[src/core/pmbus_regs_pkg.sv]
package pmbus_regs_pkg;
  // Command codes seen on the management bus
  localparam logic [7:0] CMD_OPERATION = 8'h01;
  localparam logic [7:0] CMD_CLEAR_FAULTS = 8'h03;
  localparam logic [7:0] CMD_VOUT_MODE = 8'h20;
  localparam logic [7:0] CMD_MARGIN_LOW = 8'h26;
  localparam logic [7:0] CMD_STATUS_BYTE = 8'h78;
  localparam logic [7:0] CMD_STATUS_WORD = 8'h79;

  // Output voltage mode: linear format, exponent -9
  localparam logic [7:0] VOUT_MODE_VALUE = 8'h17;

  // Margin setpoint mantissa layout
  localparam int MANT_W = 12;
  localparam int STRAP_W = 10;
  localparam logic [11:0] MANT_MIN = 12'h133;
  localparam logic [11:0] MANT_MAX = 12'h266;

  // Operation register fields and reset value
  localparam int OP_ON_BIT = 7;
  localparam int OP_MARGIN_LSB = 4;
  localparam logic [1:0] OP_MARGIN_LOW = 2'h1;
  localparam logic [7:0] OP_RESET = 8'h80;

  // Fault summary byte bit positions
  localparam int SB_OFF = 6;
  localparam int SB_VOUT_OV = 5;
  localparam int SB_IOUT_OC = 4;
  localparam int SB_BIAS_UV = 3;
  localparam int SB_TEMP = 2;
  localparam int SB_CML = 1;
  localparam int SB_OTHER = 0;

  // Status word high byte bit positions
  localparam int SW_VOUT = 7;
  localparam int SW_IOUT = 6;
  localparam int SW_VDD = 5;
  localparam int SW_PG_NEGATED = 3;

  // Number of sticky flags held (six summary plus three high byte)
  localparam int STICKY_W = 9;

  // Slew step timing at the base strap setting
  localparam int CLK_PERIOD_PS = 5000;
  localparam int T_SLEW_BASE_US = 4;
  localparam int SLEW_BASE_CYC = (T_SLEW_BASE_US * 1000000) / CLK_PERIOD_PS;
  localparam int SLEW_CNT_W = 16;
endpackage

[src/core/pmbus_margin_status_regs.sv]
`timescale 1ns/1ps
module pmbus_margin_status_regs
  import pmbus_regs_pkg::*;
#(
  parameter int SLEW_CYC = SLEW_BASE_CYC
) (
  input wire logic clk_sys, // System clock, 200 MHz
  input wire logic reset, // Async reset, active high
  input wire logic cmd_valid, // Decoded command present, one cycle
  input wire logic cmd_write, // 1 write, 0 read
  input wire logic [7:0] cmd_code, // Command code
  input wire logic [15:0] cmd_wdata, // Write data word, low byte first on bus
  output logic rsp_valid, // Read data valid, one cycle
  output logic [15:0] rsp_rdata, // Read data word
  output logic rsp_error, // Command was refused
  input wire logic [STRAP_W-1:0] strap_margin_low, // Strapped low setpoint bits
  input wire logic [1:0] strap_slew_sel, // Strapped slew setting
  input wire logic [MANT_W-1:0] nominal_setpoint, // Setpoint outside margin low
  input wire logic vout_ov_fault, // Output overvoltage fault
  input wire logic vout_ov_warn, // Output overvoltage warning
  input wire logic vout_uv_warn, // Output undervoltage warning
  input wire logic output_undervoltage_fault, // Output undervoltage, output off
  input wire logic output_overcurrent_fault, // Output overcurrent fault
  input wire logic bias_supply_undervoltage_flag, // Bias supply undervoltage
  input wire logic input_lockout, // Input lockout, output off
  input wire logic overtemperature_fault, // Overtemperature, output off
  input wire logic temp_warn, // Temperature warning
  input wire logic mem_logic_fault, // Memory or logic fault
  input wire logic other_fault, // Fault not covered elsewhere
  input wire logic power_good_pin, // Power-good pin level
  output logic [MANT_W-1:0] vout_code, // Regulation target code
  output logic vout_settled, // Output at target
  output logic alert_n // Alert to host, active low
);
  // Host-visible register state
  logic [MANT_W-1:0] margin_low_r; // Low-margin setpoint mantissa
  logic [MANT_W-1:0] margin_low_nxt;
  logic [7:0] operation_r; // Operation state
  logic [7:0] operation_nxt;
  logic [1:0] slew_sel_r; // Captured slew strap
  logic [1:0] slew_sel_nxt;
  logic strap_done_r; // Straps captured after reset
  logic strap_done_nxt;

  // Read answer registers
  logic rsp_valid_r;
  logic rsp_valid_nxt;
  logic [15:0] rsp_rdata_r;
  logic [15:0] rsp_rdata_nxt;
  logic rsp_error_r;
  logic rsp_error_nxt;
  logic alert_n_r; // Registered alert pin
  logic alert_n_nxt;

  // Decode and status wiring
  logic wr_cmd; // Write this cycle
  logic rd_cmd; // Read this cycle
  logic clear_cmd; // Clear faults this cycle
  logic bad_cmd; // Unsupported access this cycle
  logic [STICKY_W-1:0] sticky_set; // Live conditions
  logic [STICKY_W-1:0] sticky; // Held flags
  logic commanded_on; // Operation on bit
  logic margin_low_sel; // Margin-low state chosen
  logic off_bit; // Live off indication
  logic [7:0] status_byte; // Fault summary byte
  logic [7:0] status_high; // Status word high byte
  logic [MANT_W-1:0] target_raw; // Selected setpoint
  logic [MANT_W-1:0] target; // Setpoint held in supported range
  logic slew_load; // Jump to setpoint at strap capture

  // Command decode
  assign wr_cmd = cmd_valid & cmd_write;
  assign rd_cmd = cmd_valid & ~cmd_write;
  assign clear_cmd = wr_cmd & (cmd_code == CMD_CLEAR_FAULTS);

  // Refuse codes this slice does not serve and writes to read-only codes
  always_comb
  begin
    bad_cmd = 1'b0;
    if (cmd_valid)
    begin
      case (cmd_code)
        CMD_OPERATION, CMD_MARGIN_LOW: bad_cmd = 1'b0;
        CMD_CLEAR_FAULTS: bad_cmd = ~cmd_write;
        CMD_VOUT_MODE, CMD_STATUS_BYTE, CMD_STATUS_WORD: bad_cmd = cmd_write;
        default: bad_cmd = 1'b1;
      endcase
    end
  end

  // Operation state decode
  assign commanded_on = operation_r[OP_ON_BIT];
  assign margin_low_sel = operation_r[OP_MARGIN_LSB+1:OP_MARGIN_LSB] == OP_MARGIN_LOW;

  // Next values of host-written registers and strap capture
  always_comb
  begin
    margin_low_nxt = margin_low_r;
    operation_nxt = operation_r;
    slew_sel_nxt = slew_sel_r;
    strap_done_nxt = 1'b1;
    if (!strap_done_r)
    begin
      // First cycle after reset: take pin straps
      margin_low_nxt = {2'h0, strap_margin_low};
      slew_sel_nxt = strap_slew_sel;
    end
    else if (wr_cmd)
    begin
      case (cmd_code)
        // Two-byte word, upper four bits read as zero
        CMD_MARGIN_LOW: margin_low_nxt = cmd_wdata[MANT_W-1:0];
        CMD_OPERATION: operation_nxt = cmd_wdata[7:0];
        default: margin_low_nxt = margin_low_r;
      endcase
    end
  end

  // Register host-written state
  always_ff @(posedge clk_sys or posedge reset)
  begin
    if (reset)
    begin
      margin_low_r <= '0;
      operation_r <= OP_RESET;
      slew_sel_r <= 2'h0;
      strap_done_r <= 1'b0;
    end
    else
    begin
      margin_low_r <= margin_low_nxt;
      operation_r <= operation_nxt;
      slew_sel_r <= slew_sel_nxt;
      strap_done_r <= strap_done_nxt;
    end
  end

  // Choose the target; margin-low uses the low setpoint
  assign target_raw = margin_low_sel ? margin_low_r : nominal_setpoint;

  // Hold the regulation target inside the supported mantissa range
  always_comb
  begin
    if (target_raw < MANT_MIN)
      target = MANT_MIN;
    else if (target_raw > MANT_MAX)
      target = MANT_MAX;
    else
      target = target_raw;
  end

  // Start regulation at the nominal setpoint, no ramp from zero
  assign slew_load = ~strap_done_r;

  // Output code steps toward target at strapped rate
  setpoint_slewer #(
    .W(MANT_W),
    .CW(SLEW_CNT_W)
  ) u_slewer (
    .clk_sys(clk_sys),
    .reset(reset),
    .base_cycles(SLEW_CNT_W'(SLEW_CYC)),
    .slew_sel(slew_sel_r),
    .load(slew_load),
    .target(target),
    .vout_code(vout_code),
    .settled(vout_settled)
  );

  // Live fault conditions feeding the held flags
  always_comb
  begin
    sticky_set = '0;
    sticky_set[SB_VOUT_OV] = vout_ov_fault;
    sticky_set[SB_IOUT_OC] = output_overcurrent_fault;
    sticky_set[SB_BIAS_UV] = bias_supply_undervoltage_flag;
    sticky_set[SB_TEMP] = overtemperature_fault | temp_warn;
    // Refused commands count as communication faults
    sticky_set[SB_CML] = mem_logic_fault | bad_cmd;
    sticky_set[SB_OTHER] = other_fault;
    // High byte flags sit above the six summary flags
    sticky_set[6] = vout_ov_fault | vout_ov_warn | vout_uv_warn
                    | output_undervoltage_fault;
    sticky_set[7] = output_overcurrent_fault;
    sticky_set[8] = bias_supply_undervoltage_flag;
  end

  // Held flags; a present condition wins over the clear
  sticky_flags #(
    .W(STICKY_W)
  ) u_flags (
    .clk_sys(clk_sys),
    .reset(reset),
    .set_in(sticky_set),
    .clear(clear_cmd),
    .flags(sticky)
  );

  // Off while commanded off or while undervoltage, overtemperature or input lockout holds the output off
  assign off_bit = ~commanded_on | output_undervoltage_fault
                   | overtemperature_fault | input_lockout;

  // Fault summary byte; bit 7 reads zero
  always_comb
  begin
    status_byte = 8'h00;
    status_byte[SB_OFF] = off_bit;
    status_byte[5:0] = sticky[5:0];
  end

  // Status word high byte; unused bits read zero
  always_comb
  begin
    status_high = 8'h00;
    status_high[SW_VOUT] = sticky[6];
    status_high[SW_IOUT] = sticky[7];
    status_high[SW_VDD] = sticky[8];
    status_high[SW_PG_NEGATED] = ~power_good_pin;
  end

  // Read answer and alert next values
  always_comb
  begin
    rsp_valid_nxt = rd_cmd;
    rsp_rdata_nxt = rsp_rdata_r;
    rsp_error_nxt = bad_cmd;
    alert_n_nxt = ~(|sticky_set | |sticky);
    if (rd_cmd)
    begin
      case (cmd_code)
        CMD_OPERATION: rsp_rdata_nxt = {8'h00, operation_r};
        CMD_VOUT_MODE: rsp_rdata_nxt = {8'h00, VOUT_MODE_VALUE};
        CMD_MARGIN_LOW: rsp_rdata_nxt = {4'h0, margin_low_r};
        CMD_STATUS_BYTE: rsp_rdata_nxt = {8'h00, status_byte};
        CMD_STATUS_WORD: rsp_rdata_nxt = {status_high, status_byte};
        default: rsp_rdata_nxt = 16'h0000;
      endcase
    end
  end

  // Register answers and alert pin
  always_ff @(posedge clk_sys or posedge reset)
  begin
    if (reset)
    begin
      rsp_valid_r <= 1'b0;
      rsp_rdata_r <= 16'h0000;
      rsp_error_r <= 1'b0;
      alert_n_r <= 1'b1;
    end
    else
    begin
      rsp_valid_r <= rsp_valid_nxt;
      rsp_rdata_r <= rsp_rdata_nxt;
      rsp_error_r <= rsp_error_nxt;
      alert_n_r <= alert_n_nxt;
    end
  end

  // Drive outputs from registers
  assign rsp_valid = rsp_valid_r;
  assign rsp_rdata = rsp_rdata_r;
  assign rsp_error = rsp_error_r;
  assign alert_n = alert_n_r;
endmodule

[src/core/setpoint_slewer.sv]
`timescale 1ns/1ps
module setpoint_slewer #(
  parameter int W = 12,
  parameter int CW = 16
) (
  input wire logic clk_sys, // System clock
  input wire logic reset, // Async reset, active high
  input wire logic [CW-1:0] base_cycles, // Cycles per step at fastest strap
  input wire logic [1:0] slew_sel, // Strapped slew setting
  input wire logic load, // Jump straight to target
  input wire logic [W-1:0] target, // Wanted output code
  output logic [W-1:0] vout_code, // Present output code
  output logic settled // Output equals target
);
  logic [W-1:0] code_r; // Present output code
  logic [W-1:0] code_nxt;
  logic [CW+2:0] cnt_r; // Step timer
  logic [CW+2:0] cnt_nxt;
  logic [CW+2:0] period; // Cycles per step

  // Period doubles per strap step: 1x, 2x, 4x, 8x
  assign period = {3'h0, base_cycles} << slew_sel;

  // One code step each period toward the target
  always_comb
  begin
    code_nxt = code_r;
    cnt_nxt = cnt_r;
    if (load)
    begin
      code_nxt = target;
      cnt_nxt = '0;
    end
    else if (code_r == target)
      cnt_nxt = '0; // Idle, restart timer
    else if (cnt_r >= period - (CW+3)'(1))
    begin
      cnt_nxt = '0;
      if (code_r < target)
        code_nxt = code_r + W'(1);
      else
        code_nxt = code_r - W'(1);
    end
    else
      cnt_nxt = cnt_r + (CW+3)'(1);
  end

  // Register code and timer
  always_ff @(posedge clk_sys or posedge reset)
  begin
    if (reset)
    begin
      code_r <= '0;
      cnt_r <= '0;
    end
    else
    begin
      code_r <= code_nxt;
      cnt_r <= cnt_nxt;
    end
  end

  assign vout_code = code_r;
  assign settled = (code_r == target);
endmodule

[src/core/sticky_flags.sv]
`timescale 1ns/1ps
module sticky_flags #(
  parameter int W = 9
) (
  input wire logic clk_sys, // System clock
  input wire logic reset, // Async reset, active high
  input wire logic [W-1:0] set_in, // Live fault conditions
  input wire logic clear, // Clear all flags
  output logic [W-1:0] flags // Held flags
);
  logic [W-1:0] flags_r; // Held state
  logic [W-1:0] flags_nxt; // Next state

  // Per flag: a present condition beats the clear
  genvar i;
  generate
    for (i = 0; i < W; i++)
    begin : g_flag
      always_comb
      begin
        if (set_in[i])
          flags_nxt[i] = 1'b1;
        else if (clear)
          flags_nxt[i] = 1'b0;
        else
          flags_nxt[i] = flags_r[i];
      end
    end
  endgenerate

  // Register all flags
  always_ff @(posedge clk_sys or posedge reset)
  begin
    if (reset)
      flags_r <= '0;
    else
      flags_r <= flags_nxt;
  end

  assign flags = flags_r;
endmodule

[config.mk]
export PLATFORM = sky130hd
export DESIGN_NAME = pmbus_margin_status_regs
export DESIGN_NICKNAME = d
export VERILOG_FILES = /design/src/core/pmbus_regs_pkg.sv /design/src/core/pmbus_margin_status_regs.sv /design/src/core/setpoint_slewer.sv /design/src/core/sticky_flags.sv
export SDC_FILE = /design/constraint.sdc
export NUM_CORES = 1
export LEC_CHECK = 0
export BUFFER_PORTS_ARGS = -buffer_cell sky130_fd_sc_hd__buf_2
export CAP_MARGIN = 15
export CORE_ASPECT_RATIO = 2
export CORE_MARGIN = 4
export CORE_UTILIZATION = 50
export DETAILED_ROUTE_END_ITERATION = 7
export PLACE_DENSITY = 0.84
export SLEW_MARGIN = 20
export SYNTH_ARGS = -nofsm -noshare
export SYNTH_HDL_FRONTEND = slang
export SYNTH_SLANG_ARGS = --single-unit
[constraint.sdc]
create_clock -name clk_sys -period 8.5 [get_ports clk_sys]
set_input_delay 1.7 -clock clk_sys [delete_from_list [all_inputs] [get_ports clk_sys]]
set_output_delay 1.7 -clock clk_sys [all_outputs]
set_load 0.02 [all_outputs]
==> results.md <==
* Prevailing post-synth register cell: dfrtp_1
* Worst-Skew Late Latency at 0.35 ns
* Post-synth ARST share at 1.00
* Sequential cell area at 0.00198 mm²
* Area of the multi-input gates at 0.00291 mm²
* Post-synthesis cell type count at 66
* Layout net count at 714
* Rows at 51
* Final HPWL DP at 10,100 µm
* CTS Sinks at 79
* Layout area overhead at 17.6%
* CTS HTree Levels at 3
* Post_cts resized at 0
* R2R depth at 19
* CTS Root Cell: clkbuf_16
* RSZ-0062 raised after global routing: no
* Layout cells sized above 1 at 0.217
* Hold Slack at around 0.47 ns
* Power Density at 161 mW/mm²
* Post-Route WL at 13,300 µm
* Syn avg cell area at 9.78 µm²
* Initial antenna violation count at 0
* Hold Crit Class: reg2reg
* Placer congestion estimate at slightly below 0.9
* Die Area at 0.0118 mm²
* Max-slew violations at 0
* Post-place setup slack at 1.80 ns
* Worst-margin pin slew at 0.931 ns
* Gr usage total at 0.230
* Post-synth EDFFs at 0
* Worst Path Required at 8.72 ns
* Gr busiest metal: met2
* Met2 Use GR at 0.431
* First-pass GRT wire length at 21,100 µm
* Cell leakage power at 2.95 nW
* Met1 Use GR at 0.236
* Yosys warning count at 0
* IO Count at 96
* F_max at 0.157 GHz
* Wire per inst at around 18 µm
* DR vias at approximately 4,400
* CTS Hold Bufs at 0
* CTS tree: done
* Num CTS Buffers at 9
* Slew Limit Headroom at 0.379
* Final Util at 0.603
* Vias in the first global route at 4,534
* M3 GR Usage at 0.0355
* Crit Path Max Fanout at 12
* Max Cap Viol at 0
* Setup slack after layout at 2.12 ns
* Synthesized cell area at 0.00504 mm²
* CP arrival at about 6.6 ns
* Final Skew at 0.0108 ns
* Tmin final at 6.38 ns
* Max clock buf depth at 2
* Core area at around 0.0098 mm²
* Gr ovfl total at 0
* Initial DRC Count at 317
* Total iterations of the first detailed-routing run at 5
* Placed insts at about 730
* Setup TNS at 0 ns
* Hold Path Depth at 2
* PortBufs at 90
* Final Hold Viols at 0
* Vias per cell at between 5 and 6
* Crit path launch type: input pin
* Sequential-to-total area share from yosys stat at 0.393
* Tcrit/Tclk final at 0.751
* Setup crit end kind: flop
* Cell Count, Final, Fillers Out at about 750
* Status: finished, final reports clean
* Chip width at about 79 µm
* Post-synthesis cell count at 515
* Worst setup path class: in2reg
* Post-CTS Setup Inserts at 0
* Clock Pin Slew Worst Setup and Hold Paths at approximately 0.06 ns
* Fillers at ~850
* ANT nets after route at 0
* Largest net degree at the start of global routing at 80
* DR DRC count at 0
* Antenna diodes at 0
* Seq cells post-synth at 79
* Chip height at 150 µm
* Effective utilization at floorplan at 0.513
* Setup-failing EPs final at 0
* VDD IR max at ~0.11 mV
-- routing by layer --
| metal | up-vias | routed length (µm) |
|---|---|---|
| li1 | 2052 | - |
| met1 | 2181 | 4680 |
| met3 | 36 | 655 |
| met2 | 166 | 7420 |
| met5 | - | 0 |
| met4 | 0 | 508 |
-- synth_stat cells, types with 7 or more instances --
cell / count / area share
dfrtp_1: 77 / 0.38
nor2_1: 48 / 0.036
mux2i_1: 32 / 0.064
xnor2_1: 10 / 0.017
nand4_1: 8 / 0.0099
nand3_1: 19 / 0.019
ha_1: 40 / 0.099
a21oi_1: 33 / 0.033
o21a_1: 7 / 0.010
mux2_4: 9 / 0.027
clkbuf_1: 9 / 0.0067
nand2_1: 46 / 0.034
xor2_1: 17 / 0.030
a21o_1: 10 / 0.015
inv_1: 14 / 0.010
and3_1: 8 / 0.0099
o21ai_1: 16 / 0.016
nor2b_1: 7 / 0.0087
o21ai_0: 9 / 0.0089
-- per-stage QoR --
step / total power, mW / instance area, µm²
after global routing: 0.995 / 5930
after detailed placement: 0.552 / 5590
after global placement: 0.544 / 5590
final: 0.955 / 5930
after floorplan: 0.502 / 5070
after CTS: 0.959 / 5900
-- power breakdown --
group          internal [mW]  switching [mW]  leakage (nW)
logic                 0.0608          0.0831          1.80
registers              0.388          0.0168         0.994
clock network          0.234           0.172         0.153
-- state kept, by name, indices dropped and copies added (netlist names) --
| name | count |
|---|---|
| rsp_valid | 1 |
| slew_sel_r | 2 |
| strap_done_r | 1 |
| operation_r | 8 |
| rsp_error | 1 |
| rsp_rdata | 15 |
| alert_n | 1 |
| margin_low_r | 12 |
| u_flags.flags | 7 |
| u_slewer.vout_code | 12 |
| u_slewer.cnt_r | 19 |
-- logic make-up (layout without fill, tap and decap cells) --
kind of cell | count (synthesis) | count (layout) | share of synthesized area
buffers and inverters | 35 | 126 | 0.0348
multiplexers | 45 | 45 | 0.0993
AND/OR/NAND/NOR | 175 | 175 | 0.177
flip-flops | 79 | 79 | 0.393
XOR/XNOR | 27 | 27 | 0.0469
AO/OA/AOI/OAI | 111 | 111 | 0.144
adder cells (fa/ha/maj) | 41 | 41 | 0.103
other | 2 | 10 | 0.00149
-- final cells by class --
| class | count | area share |
|---|---|---|
| Multi-Input combinational cell | 409 | 0.492 |
| Sequential cell | 79 | 0.334 |
| Timing Repair Buffer | 93 | 0.0832 |
| Clock buffer | 9 | 0.0380 |
| Tap cell | 132 | 0.0279 |
| Clock inverter | 7 | 0.0144 |
| Inverter | 17 | 0.0108 |
-- critical path, cell delays in order --
cell      delay (ns)
buf_2           0.10
nor2_1          0.13
mux2i_1         0.16
nor4_2          0.48
a221o_1         0.28
nand2_1         0.12
and3_1          0.22
ha_1            0.29
nor2b_1         0.13
o211ai_1        0.23
a211oi_1        0.12
or4_1           0.70
fa_1            0.52
a21o_1          0.17
a21oi_1         0.29
o211ai_1        0.16
a21oi_1         0.26
o21ai_0         0.15
xor2_1          0.16
a32o_1          0.22
-- layout by cell type (no fill, tap or decap), types with 3 or more instances in the layout --
cell       synthesis  routed
a211o_1            4       4
a211oi_1           5       5
a21o_1            10      10
a21oi_1           33      33
a221o_1            5       5
a222oi_1           3       3
and3_1             8       8
and4_1             4       4
buf_2              2      90
clkbuf_16          0       9
conb_1             2      10
dfrtp_1           77      77
ha_1              40      40
inv_1             14      13
inv_2              2       3
inv_6              0       4
mux2_2             4       4
mux2_4             9       9
mux2i_1           32      32
nand2_1           46      46
nand2b_1           4       4
nand3_1           19      19
nand4_1            8       8
nor2_1            48      48
nor2b_1            7       7
nor3_1             6       6
nor4_1             4       4
o211ai_1           3       3
o21a_1             7       7
o21ai_0            9       9
o21ai_1           16      16
or3_1              4       4
or4_1              3       3
xnor2_1           10      10
xor2_1            17      17
-- path summary, 6_finish.rpt --
kind,start,endpoint,slack (ns)
setup / recovery,nominal_setpoint[10],u_slewer.vout_code[10]$_DFFE_PP0P_,2.12
hold reg to reg,rsp_rdata[10]$_DFFE_PP0P_,rsp_rdata[10]$_DFFE_PP0P_,0.47
hold / removal,rsp_rdata[10]$_DFFE_PP0P_,rsp_rdata[10]$_DFFE_PP0P_,0.47
setup reg to reg,operation_r[5]$_DFFE_PP0P_,u_slewer.vout_code[10]$_DFFE_PP0P_,2.33
min in group asynchronous,reset,u_slewer.vout_code[8]$_DFFE_PP0P_,1.37
max in group asynchronous,reset,alert_n$_DFF_PP1_,6.52
No activity file was read; power rests on OpenSTA's default activity.
